==> config.mk <==
export PLATFORM = sky130hd
export DESIGN_NAME = ufe_uart
export DESIGN_NICKNAME = d
export VERILOG_FILES = /design/src/ufe_uart.v
export VERILOG_INCLUDE_DIRS = /design/src
export SDC_FILE = /design/constraint.sdc
export NUM_CORES = 1
export LEC_CHECK = 0
export BUFFER_PORTS_ARGS = -buffer_cell sky130_fd_sc_hd__buf_2
export CORE_UTILIZATION = 65
export DETAILED_ROUTE_END_ITERATION = 6
export PLACE_DENSITY = 0.84
export SLEW_MARGIN = 20
export SYNTH_ARGS = -nofsm -noshare
export SYNTH_HDL_FRONTEND = slang
export SYNTH_SLANG_ARGS = --single-unit
==> constraint.sdc <==
create_clock -name CLK -period 8.05 [get_ports CLK]
set_input_delay 2.415 -clock CLK [delete_from_list [all_inputs] [get_ports CLK]]
set_output_delay 2.415 -clock CLK [all_outputs]
set_load 0.05 [all_outputs]
==> src/ufe_defines.vh <==
`ifndef UFE_DEFINES_VH
`define UFE_DEFINES_VH
// Register indices (byte address is four times the index).
`define UFE_IDX_DATA      3'h0
`define UFE_IDX_IEN       3'h1
`define UFE_IDX_FIFO      3'h2
`define UFE_IDX_LINE      3'h3
`define UFE_IDX_MODEM     3'h4
`define UFE_IDX_LSTAT     3'h5
`define UFE_IDX_MSTAT     3'h6
`define UFE_IDX_SHADOW    3'h7
// Line control fields.
`define UFE_LC_DIV_ACCESS 7
`define UFE_LC_BREAK      6
`define UFE_LC_STICK      5
`define UFE_LC_EVEN       4
`define UFE_LC_PAR_EN     3
`define UFE_LC_STOP2      2
// Modem control fields.
`define UFE_MC_GATE       3
`define UFE_MC_LOOP       4
// Reset values.
`define UFE_DIV_RESET     16'h0001
`define UFE_LINE_RESET    8'h03
// Interrupt identification codes in bits 3:0.
`define UFE_ID_NONE       4'h1
`define UFE_ID_LINE       4'h6
`define UFE_ID_RDATA      4'h4
`define UFE_ID_TOUT       4'hc
`define UFE_ID_THRE       4'h2
`define UFE_ID_MODEM      4'h0
// Oversampling and timeout.
`define UFE_OVERSAMPLE    4'hf
`define UFE_TOUT_CHARS    4
`endif

==> src/ufe_uart.v <==
// Implementation choice: register access over AHB-Lite.
`timescale 1ns/10ps
`include "ufe_defines.vh"
module ufe_uart #(
	parameter DEPTH = 16, // FIFO depth, power of two.
	parameter AW    = 4   // FIFO index width.
) (
	input  wire        CLK,       // System clock.
	input  wire        RST_N,     // Synchronous reset, active low.
	input  wire        HSEL,      // Slave select.
	input  wire [31:0] HADDR,     // Byte address.
	input  wire [1:0]  HTRANS,    // Transfer type.
	input  wire        HWRITE,    // Write when high.
	input  wire [2:0]  HSIZE,     // Transfer size.
	input  wire        HREADY,    // Bus ready in.
	input  wire [31:0] HWDATA,    // Write data.
	output reg  [31:0] HRDATA,    // Read data.
	output wire        HREADYOUT, // Slave ready, always high.
	output wire        HRESP,     // Always OKAY.
	input  wire        RXD,       // Serial input.
	output reg         TXD,       // Serial output.
	input  wire [3:0]  MODEM_IN,  // Modem status inputs, active high.
	output wire [3:0]  MODEM_OUT, // Modem control outputs.
	output wire        IRQ        // Interrupt, active high.
);
	reg  [7:0]    ien_reg, line_reg, modem_reg, fifo_ctl_reg;
	reg  [15:0]   div_reg;
	reg           fifo_en_reg;
	reg  [3:0]    ident_reg;
	reg           wr_ph_reg, rd_ph_reg;
	reg  [2:0]    idx_reg;
	reg  [7:0]    rx_mem [0:DEPTH-1];
	reg  [7:0]    tx_mem [0:DEPTH-1];
	reg  [AW:0]   rx_cnt_reg, tx_cnt_reg;
	reg  [AW-1:0] rx_rd_reg, tx_rd_reg;
	reg  [15:0]   baud_cnt_reg;
	reg  [1:0]    rxd_sync_reg;
	reg  [3:0]    mdm_s1_reg, mdm_s2_reg, mdm_prev_reg;
	reg  [3:0]    delta_reg;
	reg           overrun_reg, perr_reg, ferr_reg, brk_reg;
	reg           thre_int_reg;
	reg  [9:0]    tout_cnt_reg;
	reg           tout_reg;
	// Receiver.
	reg  [1:0]    rx_st_reg;
	reg  [3:0]    rx_tick_reg;
	reg  [3:0]    rx_bit_reg;
	reg  [7:0]    rx_sh_reg;
	reg           rx_par_reg;
	reg           rx_pbit_reg;
	// Transmitter.
	reg  [1:0]    tx_st_reg;
	reg  [3:0]    tx_tick_reg;
	reg  [3:0]    tx_bit_reg;
	reg  [7:0]    tx_sh_reg;
	reg           tx_par_reg;

	localparam [1:0] ST_IDLE  = 2'h1;
	localparam [1:0] ST_SHIFT = 2'h2;

	wire       bus_go  = HSEL & HTRANS[1] & HREADY;
	wire       wr_en   = wr_ph_reg;
	wire [7:0] wdat    = HWDATA[7:0];
	wire       divisor_access_bit    = line_reg[`UFE_LC_DIV_ACCESS];
	wire       loop    = modem_reg[`UFE_MC_LOOP];
	wire       rd_data = rd_ph_reg & (idx_reg == `UFE_IDX_DATA) & ~divisor_access_bit;
	wire       rd_id   = rd_ph_reg & (idx_reg == `UFE_IDX_FIFO);
	wire       rd_ls   = rd_ph_reg & (idx_reg == `UFE_IDX_LSTAT);
	wire       rd_ms   = rd_ph_reg & (idx_reg == `UFE_IDX_MSTAT);
	wire       wr_data = wr_en & (idx_reg == `UFE_IDX_DATA) & ~divisor_access_bit;
	wire       wr_fifo = wr_en & (idx_reg == `UFE_IDX_FIFO);
	wire [4:0] cap     = fifo_en_reg ? DEPTH[4:0] : 5'h01;
	wire       rx_empty = (rx_cnt_reg == 0);
	wire       tx_empty = (tx_cnt_reg == 0);
	wire       rx_push;
	wire [7:0] rx_word;
	wire       tick    = (baud_cnt_reg == 16'h0001) | (div_reg <= 16'h0001);
	wire       tx_pop  = (tx_st_reg == ST_IDLE) & ~tx_empty & tick;
	wire       rx_pop  = rd_data & ~rx_empty;
	wire       rx_in   = loop ? TXD : rxd_sync_reg[1];
	wire [3:0] mdm_now = loop ? modem_reg[3:0] : mdm_s2_reg;
	wire [4:0] trig;

	assign HREADYOUT = 1'b1;
	assign HRESP     = 1'b0;
	assign MODEM_OUT = loop ? 4'h0 : modem_reg[3:0];

	// Receive trigger level decode.
	assign trig = (fifo_ctl_reg[7:6] == 2'h0) ? 5'd1 :
	              (fifo_ctl_reg[7:6] == 2'h1) ? 5'd4 :
	              (fifo_ctl_reg[7:6] == 2'h2) ? 5'd8 : 5'd14;

	// Sources, each gated by its enable bit.
	wire src_line  = ien_reg[2] & (overrun_reg | perr_reg | ferr_reg | brk_reg);
	wire src_tout  = ien_reg[0] & fifo_en_reg & tout_reg;
	wire src_rdata = ien_reg[0] & (fifo_en_reg ? (rx_cnt_reg >= trig) : ~rx_empty);
	wire src_thre  = ien_reg[1] & thre_int_reg;
	wire src_modem = ien_reg[3] & (|delta_reg);
	reg  [3:0] ident_next;

	// Priority encoder for the pending source.
	always @* begin
		if (src_line)
			ident_next = `UFE_ID_LINE;
		else if (src_rdata)
			ident_next = `UFE_ID_RDATA;
		else if (src_tout)
			ident_next = `UFE_ID_TOUT;
		else if (src_thre)
			ident_next = `UFE_ID_THRE;
		else if (src_modem)
			ident_next = `UFE_ID_MODEM;
		else
			ident_next = `UFE_ID_NONE;
	end

	// Interrupt reaches the pin only through the gate bit.
	assign IRQ = modem_reg[`UFE_MC_GATE] & ~ident_reg[0];

	// Bus address phase capture; the data phase follows.
	always @(posedge CLK) begin
		if (!RST_N) begin
			wr_ph_reg <= 1'b0;
			rd_ph_reg <= 1'b0;
			idx_reg   <= 3'h0;
		end else begin
			wr_ph_reg <= bus_go & HWRITE;
			rd_ph_reg <= bus_go & ~HWRITE;
			if (bus_go)
				idx_reg <= HADDR[4:2];
		end
	end

	// Identification value is held while a read of it is in progress.
	always @(posedge CLK) begin
		if (!RST_N)
			ident_reg <= `UFE_ID_NONE;
		else if (!(rd_id || (bus_go && !HWRITE && HADDR[4:2] == `UFE_IDX_FIFO)))
			ident_reg <= ident_next;
	end

	// Head of the receive FIFO, one further on if a data read is popping it now.
	wire [AW-1:0] rx_head = rx_rd_reg + {{(AW-1){1'b0}}, rx_pop};

	// Read data mux, registered at the address phase.
	always @(posedge CLK) begin
		if (!RST_N) begin
			HRDATA <= 32'h0;
		end else if (bus_go && !HWRITE) begin
			HRDATA <= 32'h0;
			case (HADDR[4:2])
				`UFE_IDX_DATA:   HRDATA[7:0] <= divisor_access_bit ? div_reg[7:0] : rx_mem[rx_head];
				`UFE_IDX_IEN:    HRDATA[7:0] <= divisor_access_bit ? div_reg[15:8] : {4'h0, ien_reg[3:0]};
				`UFE_IDX_FIFO:   HRDATA[7:0] <= {{2{fifo_en_reg}}, 2'h0, ident_reg};
				`UFE_IDX_LINE:   HRDATA[7:0] <= line_reg;
				`UFE_IDX_MODEM:  HRDATA[7:0] <= modem_reg;
				`UFE_IDX_LSTAT:  HRDATA[7:0] <= {1'b0, tx_empty & (tx_st_reg == ST_IDLE),
				                  tx_empty, brk_reg, ferr_reg, perr_reg, overrun_reg, ~rx_empty};
				`UFE_IDX_MSTAT:  HRDATA[7:0] <= {mdm_now, delta_reg};
				`UFE_IDX_SHADOW: HRDATA[7:0] <= fifo_ctl_reg;
				default:         HRDATA[7:0] <= 8'h0;
			endcase
		end
	end

	// Control register writes.
	always @(posedge CLK) begin
		if (!RST_N) begin
			ien_reg      <= 8'h0;
			line_reg     <= `UFE_LINE_RESET;
			modem_reg    <= 8'h0;
			div_reg      <= `UFE_DIV_RESET;
			fifo_ctl_reg <= 8'h0;
			fifo_en_reg  <= 1'b0;
		end else if (wr_en) begin
			case (idx_reg)
				`UFE_IDX_DATA:  if (divisor_access_bit) div_reg[7:0] <= wdat;
				`UFE_IDX_IEN:   if (divisor_access_bit) div_reg[15:8] <= wdat; else ien_reg <= {4'h0, wdat[3:0]};
				`UFE_IDX_FIFO:  begin
					fifo_en_reg  <= wdat[0];
					fifo_ctl_reg <= wdat[0] ? wdat : 8'h0;
				end
				`UFE_IDX_LINE:  line_reg <= wdat;
				`UFE_IDX_MODEM: modem_reg <= {3'h0, wdat[4:0]};
				default:        ;
			endcase
		end
	end

	// Baud divider: one enable pulse per divisor count at sixteen times the rate.
	always @(posedge CLK) begin
		if (!RST_N)
			baud_cnt_reg <= `UFE_DIV_RESET;
		else if (tick)
			baud_cnt_reg <= div_reg;
		else
			baud_cnt_reg <= baud_cnt_reg - 16'h0001;
	end

	// Pin synchronisers.
	always @(posedge CLK) begin
		if (!RST_N) begin
			rxd_sync_reg <= 2'h3;
			mdm_s1_reg   <= 4'h0;
			mdm_s2_reg   <= 4'h0;
		end else begin
			rxd_sync_reg <= {rxd_sync_reg[0], RXD};
			mdm_s1_reg   <= MODEM_IN;
			mdm_s2_reg   <= mdm_s1_reg;
		end
	end

	// Modem change deltas; a new change wins over the clearing read.
	always @(posedge CLK) begin
		if (!RST_N) begin
			mdm_prev_reg <= 4'h0;
			delta_reg    <= 4'h0;
		end else begin
			mdm_prev_reg <= mdm_now;
			delta_reg    <= (rd_ms ? 4'h0 : delta_reg) | (mdm_now ^ mdm_prev_reg);
		end
	end

	// Receiver: start, data LSB first, parity, first stop only.
	wire [3:0] rx_bits = 4'd5 + {2'h0, line_reg[1:0]};
	// Stick parity expects the inverse of the even bit; otherwise data and parity sum checked.
	wire       par_err = line_reg[`UFE_LC_STICK] ? (rx_pbit_reg == line_reg[`UFE_LC_EVEN]) :
	                     ((rx_par_reg ^ rx_pbit_reg) == line_reg[`UFE_LC_EVEN]);
	wire [3:0] rx_last = rx_bits + {3'h0, line_reg[`UFE_LC_PAR_EN]};
	assign rx_push = tick & (rx_st_reg == ST_SHIFT) & (rx_tick_reg == `UFE_OVERSAMPLE)
	                 & (rx_bit_reg == rx_last + 4'd1);
	assign rx_word = rx_sh_reg >> (4'd8 - rx_bits);
	wire       stop_bad = rx_push & ~rx_in;
	wire       rx_full  = (rx_cnt_reg >= {1'b0, cap[AW-1:0]}) & ~fifo_en_reg |
	                      (rx_cnt_reg == DEPTH[AW:0]);
	always @(posedge CLK) begin
		if (!RST_N) begin
			rx_st_reg   <= ST_IDLE;
			rx_tick_reg <= 4'h0;
			rx_bit_reg  <= 4'h0;
			rx_sh_reg   <= 8'h0;
			rx_par_reg  <= 1'b0;
			rx_pbit_reg <= 1'b0;
		end else if (tick) begin
			case (rx_st_reg)
				ST_IDLE: begin
					rx_tick_reg <= 4'h8;
					rx_bit_reg  <= 4'h0;
					rx_par_reg  <= 1'b0;
					if (!rx_in)
						rx_st_reg <= ST_SHIFT;
				end
				ST_SHIFT: begin
					rx_tick_reg <= rx_tick_reg + 4'h1;
					if (rx_tick_reg == `UFE_OVERSAMPLE) begin
						rx_bit_reg <= rx_bit_reg + 4'h1;
						if (rx_bit_reg == 4'h0 && rx_in)
							rx_st_reg <= ST_IDLE;
						else if (rx_bit_reg != 4'h0 && rx_bit_reg <= rx_bits) begin
							rx_sh_reg  <= {rx_in, rx_sh_reg[7:1]};
							rx_par_reg <= rx_par_reg ^ rx_in;
						end else if (rx_bit_reg == rx_last)
							rx_pbit_reg <= rx_in;
						else if (rx_bit_reg == rx_last + 4'd1)
							rx_st_reg <= ST_IDLE;
					end
				end
				default: rx_st_reg <= ST_IDLE;
			endcase
		end
	end

	// Receive FIFO; bit one or leaving FIFO mode empties it, shifter untouched.
	wire rx_clr = wr_fifo & (~wdat[0] | wdat[1]);
	wire rx_wr  = rx_push & ~rx_full;
	always @(posedge CLK) begin
		if (!RST_N) begin
			rx_cnt_reg <= {(AW+1){1'b0}};
			rx_rd_reg  <= {AW{1'b0}};
		end else if (rx_clr) begin
			rx_cnt_reg <= {(AW+1){1'b0}};
			rx_rd_reg  <= {AW{1'b0}};
		end else begin
			if (rx_wr)
				rx_mem[rx_rd_reg + rx_cnt_reg[AW-1:0]] <= rx_word;
			if (rx_pop)
				rx_rd_reg <= rx_rd_reg + {{(AW-1){1'b0}}, 1'b1};
			rx_cnt_reg <= rx_cnt_reg + {{AW{1'b0}}, rx_wr} - {{AW{1'b0}}, rx_pop};
		end
	end

	// Line status flags; detection wins over the clearing read.
	always @(posedge CLK) begin
		if (!RST_N) begin
			overrun_reg <= 1'b0;
			perr_reg    <= 1'b0;
			ferr_reg    <= 1'b0;
			brk_reg     <= 1'b0;
		end else begin
			overrun_reg <= (overrun_reg & ~rd_ls) | (rx_push & rx_full);
			perr_reg    <= (perr_reg & ~rd_ls) | (rx_push & line_reg[`UFE_LC_PAR_EN] & par_err);
			ferr_reg    <= (ferr_reg & ~rd_ls) | stop_bad;
			brk_reg     <= (brk_reg & ~rd_ls) | (stop_bad & (rx_word == 8'h0));
		end
	end

	// Character timeout: four character times of no FIFO activity.
	wire [9:0] char_ticks = {2'h0, rx_last + 4'd2, 4'h0};
	always @(posedge CLK) begin
		if (!RST_N) begin
			tout_cnt_reg <= 10'h0;
			tout_reg     <= 1'b0;
		end else if (rx_empty || rx_wr || rx_pop || !fifo_en_reg) begin
			tout_cnt_reg <= 10'h0;
			tout_reg     <= 1'b0;
		end else if (tick && !tout_reg) begin
			tout_cnt_reg <= tout_cnt_reg + 10'h1;
			if (tout_cnt_reg == char_ticks * `UFE_TOUT_CHARS)
				tout_reg <= 1'b1;
		end
	end

	// Transmit FIFO; bit two or leaving FIFO mode empties it.
	wire tx_clr  = wr_fifo & (~wdat[0] | wdat[2]);
	wire tx_full = tx_cnt_reg >= cap;
	wire tx_wr   = wr_data & ~tx_full;
	always @(posedge CLK) begin
		if (!RST_N) begin
			tx_cnt_reg <= {(AW+1){1'b0}};
			tx_rd_reg  <= {AW{1'b0}};
		end else if (tx_clr) begin
			tx_cnt_reg <= {(AW+1){1'b0}};
			tx_rd_reg  <= {AW{1'b0}};
		end else begin
			if (tx_wr)
				tx_mem[tx_rd_reg + tx_cnt_reg[AW-1:0]] <= wdat;
			if (tx_pop)
				tx_rd_reg <= tx_rd_reg + {{(AW-1){1'b0}}, 1'b1};
			tx_cnt_reg <= tx_cnt_reg + {{AW{1'b0}}, tx_wr} - {{AW{1'b0}}, tx_pop};
		end
	end

	// Holding-empty event; set wins over the clearing read or write.
	always @(posedge CLK) begin
		if (!RST_N)
			thre_int_reg <= 1'b0;
		else if (tx_pop && tx_cnt_reg == 1)
			thre_int_reg <= 1'b1;
		else if (wr_data || (rd_id && ident_reg == `UFE_ID_THRE))
			thre_int_reg <= 1'b0;
		else if (wr_en && idx_reg == `UFE_IDX_IEN && !divisor_access_bit && wdat[1] && !ien_reg[1] && tx_empty)
			thre_int_reg <= 1'b1;
	end

	// Transmitter loads only when the previous character is done.
	wire [3:0] tx_bits  = 4'd5 + {2'h0, line_reg[1:0]};
	wire [3:0] tx_last  = tx_bits + {3'h0, line_reg[`UFE_LC_PAR_EN]};
	wire       half_ext = line_reg[`UFE_LC_STOP2] & (line_reg[1:0] == 2'h0);
	wire [3:0] tx_end   = tx_last + 4'd1 + {3'h0, line_reg[`UFE_LC_STOP2]}; // Half bit cut below.
	wire       tx_pbit  = line_reg[`UFE_LC_STICK] ? ~line_reg[`UFE_LC_EVEN] :
	                      (tx_par_reg ^ ~line_reg[`UFE_LC_EVEN]);
	always @(posedge CLK) begin
		if (!RST_N) begin
			tx_st_reg   <= ST_IDLE;
			tx_tick_reg <= 4'h0;
			tx_bit_reg  <= 4'h0;
			tx_sh_reg   <= 8'h0;
			tx_par_reg  <= 1'b0;
			TXD         <= 1'b1;
		end else if (tick) begin
			case (tx_st_reg)
				ST_IDLE: begin
					TXD <= ~line_reg[`UFE_LC_BREAK] | loop;
					if (tx_pop) begin
						tx_sh_reg   <= tx_mem[tx_rd_reg];
						tx_st_reg   <= ST_SHIFT;
						tx_tick_reg <= 4'h0;
						tx_bit_reg  <= 4'h0;
						tx_par_reg  <= 1'b0;
					end
				end
				ST_SHIFT: begin
					tx_tick_reg <= tx_tick_reg + 4'h1;
					if (tx_bit_reg == 4'h0)
						TXD <= 1'b0;
					else if (tx_bit_reg <= tx_bits)
						TXD <= tx_sh_reg[0];
					else if (tx_bit_reg == tx_last && line_reg[`UFE_LC_PAR_EN])
						TXD <= tx_pbit;
					else
						TXD <= 1'b1;
					if (line_reg[`UFE_LC_BREAK])
						TXD <= 1'b0;
					if (tx_tick_reg == `UFE_OVERSAMPLE) begin
						tx_bit_reg <= tx_bit_reg + 4'h1;
						if (tx_bit_reg != 4'h0 && tx_bit_reg <= tx_bits) begin
							tx_sh_reg  <= {1'b0, tx_sh_reg[7:1]};
							tx_par_reg <= tx_par_reg ^ tx_sh_reg[0];
						end
						if (tx_bit_reg == tx_end)
							tx_st_reg <= ST_IDLE;
					end else if (half_ext && tx_bit_reg == tx_end && tx_tick_reg == 4'h7)
						tx_st_reg <= ST_IDLE;
				end
				default: tx_st_reg <= ST_IDLE;
			endcase
		end
	end
endmodule // ufe_uart

==> flow_summary_export.csv, run 1 <==
group,metric,value,unit
synthesis,xor_xnor_portion_of_the_synthesized_cell_area,2.92,%
detailed_routing,final_antenna_net_count,0,
setup_path,worst-path-max-fanout,14,
clocking,cts_buffers,43,
clocking,post_cts_resize_count,0,
clocking,cts.hold.buffers_added,0,
global_routing,grt_first_pass_wirelength,72800,um
synthesis,syn_avg_cell_area,12.6,um^2
hold_path,hp-class,"reg2reg",
setup_path,crit_chain,"inv_1, ha_1, fa_1, ha_1, a21boi_0, or4_1, a211o_1, or4_1, ha_1, inv_1, ha_1, fa_1, a21oi_1, nor2_1, or3_1, a21oi_1",
sta,final-hold-violation-count,0,
global_routing,antenna_found_initial,1,
setup_path,worstReg2RegStart,"line_reg[0]",
setup_path,critical_path.max_stage_delay,0.73,ns
synthesis,sequential_area_share_after_synthesis,56.8,%
detailed_routing,dr.pass1.iters,7,
sta,grt_setup_unrepaired,"false",
synthesis,synth.ff_latch_count,426,
synthesis,yosys.area_share.adder,4.62,%
sta,timing_max_transition_violations_final,0,
sta,timing.final.crit_share,71.1,%
clocking,cts_tree,"built",
synthesis,synth-main-ff-cell,"edfxtp_1",
power_and_ir_drop,power,0.00532,W
floorplan,initial_utilization,66.0,%
detailed_routing,detail_route.vias_per_cell,6.57,
setup_path,timing.reg2reg.worst_path_depth,16,
global_routing,grt_overflow_total,0,
setup_path,rr_endpoint,"rx_cnt_reg[4]",
synthesis,synth_compound_area_share,8.46,%
sta,max_clock_freq,0.175,GHz
floorplan,die_span_y,175,um
power_and_ir_drop,vdd_ir_drop_max,0.000278,V
global_routing,grt_pass1_vias,12825,
cells_and_area,fillers,1851,
synthesis,netlist.top_cell.by_area,"edfxtp_1",
cells_and_area,drive_above_1_share,14.0,%
run_status,failed_checks,"DRC",
setup_path,cpMaxStageDelayCell,"dfxtp_1",
sta,finalSetupViolCount,0,
detailed_routing,detailed_route_iter0_violations,1400,
synthesis,synth.lib_cells_used.distinct,73,
setup_path,critPathCaptureType,"flip-flop",
setup_path,critical_path_class,"reg2reg",
hold_path,worstHoldPathCells,1,
sta,finalWorstSetupSlack,2.32,ns
sta,totalNegativeSetupSlack,0,ns
setup_path,crit_path_start_kind,"flip-flop",
placed_design,place.detailed.hpwl,29900,um
synthesis,synth.mux.area_fraction,12.3,%
sta,clock-skew-final,0.0295,ns
synthesis,syn_area,19500,um^2
synthesis,synth-warning-count,0,
power_and_ir_drop,power.leakage,7.48,nW
floorplan,design.core.area,29600,um^2
setup_path,cp_common_cell,"ha_1",
floorplan,die_outline_width,175,um
global_routing,maximum_number_of_pins_on_one_net_before_global_route_repair,52,
run,cap_viol_max_count,0,
synthesis,main_combinational_cell_family_by_area_after_synthesis,"multiplexers",
detailed_routing,vias,13045,
detailed_routing,drcViolationCount,1,
synthesis,synth-simple-area-share,11.2,%
synthesis,post_synth_inst_count,1547,
cells_and_area,post-route-util,72.3,%
clocking,post-cts-setup-buffer-count,0,
clocking,cts_max_level,2,
cells_and_area,nets,1711,
sta,tightestPinTransition,1.07,ns
clocking,clock_path_buffers,3,
synthesis,synthArstFlopShare,0,%
detailed_routing,post_drt_wl_per_cell,23.6,um
placed_design,port-buffer-count,35,
floorplan,dieArea,30700,um^2
cells_and_area,n_antenna_cell,0,
setup_path,critical_path_arrival,6.20,ns
detailed_routing,final_wirelength,46900,um
synthesis,synth_top_area_share,39.4,%
clocking,clock_tree.root_cell,"clkbuf_16",
global_routing,grt_use_total,31.1,%
setup_path,critPathRequiredTime,8.52,ns
floorplan,pin_count,119,
clocking,insertion_delay,0.56,ns
synthesis,post_synth_main_area_contributors,"edfxtp_1 (39%), dfxtp_1 (17%), mux4_2 (8.5%)",
hold_path,min_from,"rxd_sync_reg[0]",
run_status,run_status,"complete, but fails checks",
floorplan,number_of_core_rows,63,
cells_and_area,area.growth.synth_to_final,9.58,%
sta,max_slew_headroom,28.1,%
clocking,tritoncts_num_sinks,426,
hold_path,worst_hold_path.endpoint,"rxd_sync_reg[1]",
synthesis,synth_edf_count,256,
placed_design,place_worst_setup_slack,2.46,ns
placed_design,gpl.final_weighted_congestion,0.945,
setup_path,r2r_setup_slack,2.32,ns
sta,final_period_minus_worst_setup_slack,5.73,ns
power_and_ir_drop,powerDensity,249,nW/um^2
clocking,clkTransAtPathRegs,0.06,ns
-- cell usage after synthesis (14+ instances only) --
cell and n:
edfxtp_1 256, dfxtp_1 170, nor2_1 159, a21oi_1 81, nand2_1 79, mux4_2 74, mux2i_1 66, ha_1 64
clkbuf_1 59, inv_1 53, xnor2_1 40, o21ai_0 31, a211oi_1 30, nand3_1 30, buf_4 28, nor2b_1 27
xor2_1 25, nand4_1 17, nor3_1 16, nor4_1 16, a22o_1 14
-- report_power, final --
| group | switching, W | internal [W] |
|---|---|---|
| sequential | 0.0000554 | 0.00235 |
| clock | 0.000863 | 0.00124 |
| combinational | 0.000496 | 0.000314 |
-- metrics by stage --
stage	instances	hold WS [ns]	cell area (um^2)
after floorplan	1571	0.386	19600
after global placement	1908	0.393	19900
after detailed placement	1908	0.391	19900
after CTS	1987	0.406	21400
after global routing	1987	0.430	21400
final	1987	0.405	21400
-- cell type report --
cell class | count | area (um^2) | share of cell area [%]
sequential | 426 | 11100 | 51.9
multi-input combinational | 987 | 7810 | 36.5
clock buffer | 49 | 1120 | 5.23
tap | 390 | 488 | 2.28
clock inverter | 30 | 374 | 1.75
timing repair buffer | 52 | 303 | 1.42
inverter | 53 | 199 | 0.930
-- worst max-delay path by stage --
stage	from	slack (ns)	depth (start not counted)	end
floorplan	line_reg[0]	3.06	17	rx_cnt_reg[4]
global placement	line_reg[0]	2.53	16	rx_cnt_reg[4]
detailed placement	line_reg[0]	2.46	16	rx_cnt_reg[4]
CTS	line_reg[0]	2.38	16	rx_cnt_reg[4]
global route	line_reg[0]	2.06	16	rx_cnt_reg[4]
finish	line_reg[0]	2.32	16	rx_cnt_reg[4]
-- cell families after synthesis --
kind of cell	after synthesis
AO/OA/AOI/OAI	248
XOR/XNOR	65
adder cells (fa/ha/maj)	69
buffers and inverters	158
flip-flops	426
multiplexers	146
other	2
AND/OR/NAND/NOR	433
-- critical path, delay by kind of cell, from the launching register on --
family	cells	cell delay (ns)
adder cells (fa/ha/maj)	6	2.18
AO/OA/AOI/OAI	4	0.86
buffers and inverters	2	0.40
flip-flops	1	0.73
AND/OR/NAND/NOR	4	1.46
-- per-layer routing --
metal  routed length, um  track usage (%)
met5                  13                0
met1               18000             40.9
met3                3810             4.68
met2               23400             52.7
met4                1690             11.6
-- layout by cell type (no fill, tap or decap), types with 10 or more instances in the layout --
| cell | count |
|---|---|
| conb_1 | 26 |
| o21ai_0 | 31 |
| xnor2_1 | 40 |
| buf_2 | 35 |
| nand2b_1 | 12 |
| nor2_1 | 159 |
| mux4_2 | 74 |
| nor3_1 | 16 |
| buf_4 | 17 |
| o211ai_1 | 12 |
| mux2i_1 | 66 |
| edfxtp_1 | 256 |
| a21oi_1 | 81 |
| ha_1 | 63 |
| a22o_1 | 14 |
| nor2b_1 | 27 |
| clkbuf_16 | 43 |
| nor4_1 | 16 |
| a21o_1 | 10 |
| xor2_1 | 25 |
| dfxtp_1 | 169 |
| and2_1 | 13 |
| a211oi_1 | 30 |
| nand2_1 | 79 |
| nand3_1 | 30 |
| inv_1 | 52 |
| nand4_1 | 17 |
No activity file was read; power rests on OpenSTA's default activity.
==> inputs of run 2 (changes only) <==
--- a/config.mk
+++ b/config.mk
@@ -7,9 +7,9 @@
 export NUM_CORES = 1
 export LEC_CHECK = 0
 export BUFFER_PORTS_ARGS = -buffer_cell sky130_fd_sc_hd__buf_2
-export CORE_UTILIZATION = 65
+export CORE_UTILIZATION = 61
 export DETAILED_ROUTE_END_ITERATION = 6
-export PLACE_DENSITY = 0.84
+export PLACE_DENSITY = 0.8
 export SLEW_MARGIN = 20
 export SYNTH_ARGS = -nofsm -noshare
 export SYNTH_HDL_FRONTEND = slang
==> constraint.sdc (replaced) <==
create_clock -name CLK -period 5.6 [get_ports CLK]
set_input_delay 1.68 -clock CLK [delete_from_list [all_inputs] [get_ports CLK]]
set_output_delay 1.68 -clock CLK [all_outputs]
set_load 0.05 [all_outputs]
==> run 2 against run 1 <==
Net effect: the run now ends clean; design area about the same; die area rose by 6.5%; register-to-register slack worse by 1.7 ns; non-clock buffer count is 1 higher; utilization shrank 4.6 points; global-route usage fell by 3.9 points; clock skew increased by 0.00089 ns; worst setup slack worse by 1.7 ns; critical path depth is the same; via count is 2.3% lower; critical path type unchanged; critical endpoint unchanged; largest power group unchanged.
==> flow_summary_export.csv, run 2 (synthesis results as in run 1) <==
group,metric,value,unit
global_routing,antenna_found_initial,2,
run_status,run_status,"finished, final reports clean",
detailed_routing,final_antenna_net_count,0,
clocking,post_cts_resize_count,0,
global_routing,maximum_number_of_pins_on_one_net_before_global_route_repair,52,
power_and_ir_drop,powerDensity,350,nW/um^2
global_routing,globalRouteMet2Util,45.0,%
global_routing,grt.met1_usage,36.5,%
global_routing,grt_use_total,27.2,%
detailed_routing,post_drt_wl_per_cell,22.0,um
sta,fin_hold_ws,0.413,ns
detailed_routing,vias,12749,
placed_design,port-buffer-count,35,
clocking,cts_tree,"built",
clocking,cts_max_level,2,
setup_path,crit_chain,"inv_1, ha_1, fa_1, ha_1, a21boi_0, or4_1, a211o_1, or4_1, ha_1, inv_1, ha_1, fa_1, a21oi_1, nor2_1, or3_1, a21oi_1",
global_routing,highest_utilization_routing_layer_at_the_global_route_stage,"met2",
floorplan,pin_count,119,
power_and_ir_drop,power.leakage,7.48,nW
power_and_ir_drop,power,0.00748,W
setup_path,critPathCaptureType,"flip-flop",
floorplan,die_span_y,181,um
clocking,post-cts-setup-buffer-count,0,
floorplan,design.core.area,31600,um^2
setup_path,crit_path_start_kind,"flip-flop",
floorplan,initial_utilization,61.8,%
placed_design,gpl.final_weighted_congestion,0.953,
floorplan,die_outline_width,181,um
setup_path,critPathBufInv,2,
run,cap_viol_max_count,0,
clocking,tritoncts_num_sinks,426,
sta,finalSetupViolCount,0,
sta,final-hold-violation-count,0,
placed_design,placed_cell_area,19900,um^2
detailed_routing,final_wirelength,44100,um
floorplan,dieArea,32700,um^2
setup_path,cp_common_cell,"ha_1",
setup_path,critical_path_arrival,5.47,ns
sta,max_slew_headroom,30.5,%
detailed_routing,detail_route.vias_per_cell,6.36,
sta,totalNegativeSetupSlack,0,ns
cells_and_area,nets,1713,
placed_design,place_worst_setup_slack,0.653,ns
sta,grt_setup_unrepaired,"false",
global_routing,grt_overflow_total,0,
floorplan,number_of_core_rows,65,
cells_and_area,final_cell_mix,"edfxtp_1 (256), dfxtp_1 (169), nor2_1 (159)",
placed_design,place.detailed.hpwl,29100,um
hold_path,hp-class,"reg2reg",
global_routing,grt_first_pass_wirelength,68700,um
cells_and_area,final_cell_area,21400,um^2
sta,timing_max_transition_violations_final,0,
detailed_routing,dr.pass1.iters,5,
cells_and_area,drive_above_1_share,14.2,%
setup_path,critPathRequiredTime,6.09,ns
sta,timing.final.crit_share,88.9,%
setup_path,cpMaxStageDelayCell,"fa_1",
setup_path,worst_path_dominant_cell_family,"adder cells",
global_routing,globalRouteMet3Util,4.27,%
power_and_ir_drop,vdd_ir_drop_max,0.000280,V
clocking,cts.hold.buffers_added,0,
detailed_routing,drcViolationCount,0,
cells_and_area,area.growth.synth_to_final,9.59,%
clocking,clock_path_buffers,3,
clocking,insertion_delay,0.57,ns
clocking,clock_tree.root_cell,"clkbuf_16",
setup_path,worst-path-max-fanout,7,
setup_path,critical_path_class,"reg2reg",
sta,finalWorstSetupSlack,0.624,ns
cells_and_area,mostFrequentLayoutCell,"edfxtp_1",
global_routing,grt_pass1_vias,12451,
sta,clock-skew-final,0.0304,ns
sta,final_period_minus_worst_setup_slack,4.98,ns
setup_path,critical_path.max_stage_delay,0.62,ns
cells_and_area,fillers,2132,
clocking,clkTransAtPathRegs,0.06,ns
sta,tightestPinTransition,1.03,ns
sta,max_clock_freq,0.201,GHz
detailed_routing,detailed_route_iter0_violations,1282,
clocking,cts_buffers,44,
## run 2: changes by cell type in the layout (fill, tap and decap cells not counted), sizes merged
| cell | previous run | this run |
|---|---|---|
| buf | 52 | 53 |
| diode | 0 | 1 |
| clkinvlp | 7 | 4 |
| bufinv | 7 | 3 |
| clkbuf | 49 | 58 |
| inv | 55 | 56 |
## run 2: routing by layer
| metal | vias up | routed length [um] |
|---|---|---|
| met5 | - | 13 |
| met4 | 2 | 1400 |
| met3 | 105 | 3220 |
| met2 | 540 | 21500 |
| met1 | 6317 | 18000 |
| li1 | 5785 | - |
## run 2: cell type report
class,instances,area (um^2),area share [%]
flip-flops and latches,426,11100,51.9
multi-input cells,987,7840,36.7
clock buffers,58,1200,5.63
well taps,402,503,2.35
repair buffers,53,310,1.45
clock inverters,24,238,1.11
inverters,53,199,0.930
diodes,1,2.50,0.0117
## run 2: power by group
group | leakage [nW] | total (W) | internal (W) | switching [W]
clock network | 0.703 | 0.00289 | 0.00167 | 0.00122
logic | 3.06 | 0.00113 | 0.000447 | 0.000683
registers | 3.71 | 0.00345 | 0.00338 | 0.0000719
total | 7.48 | 0.00748 | 0.00550 | 0.00198
## run 2: stage by stage
step / cells / util, %
final: 2004 / 67.8
after global routing: 2004 / 67.8
after CTS: 2003 / 67.7
after detailed placement: 1921 / 63.2
after global placement: 1921 / 63.2
after floorplan: 1571 / -
## run 2: worst reg2reg max path: cells and delay by family, from the launching register on
family / cells / cell delay, ns
compound gates: 4 / 0.86
fa+ha+maj: 6 / 2.11
buf+inv: 2 / 0.20
flops: 1 / 0.32
simple gates: 4 / 1.42
## run 2: path summary, 6_finish.rpt
check | start | endpoint | slack, ns | cells after the start
worst max-delay path | line_reg[0] | rx_cnt_reg[4] | 0.62 | 16
worst min-delay path | rxd_sync_reg[0] | rxd_sync_reg[1] | 0.41 | 1
worst max register to register | line_reg[0] | rx_cnt_reg[4] | 0.62 | 16
worst min register to register | rxd_sync_reg[0] | rxd_sync_reg[1] | 0.41 | 1
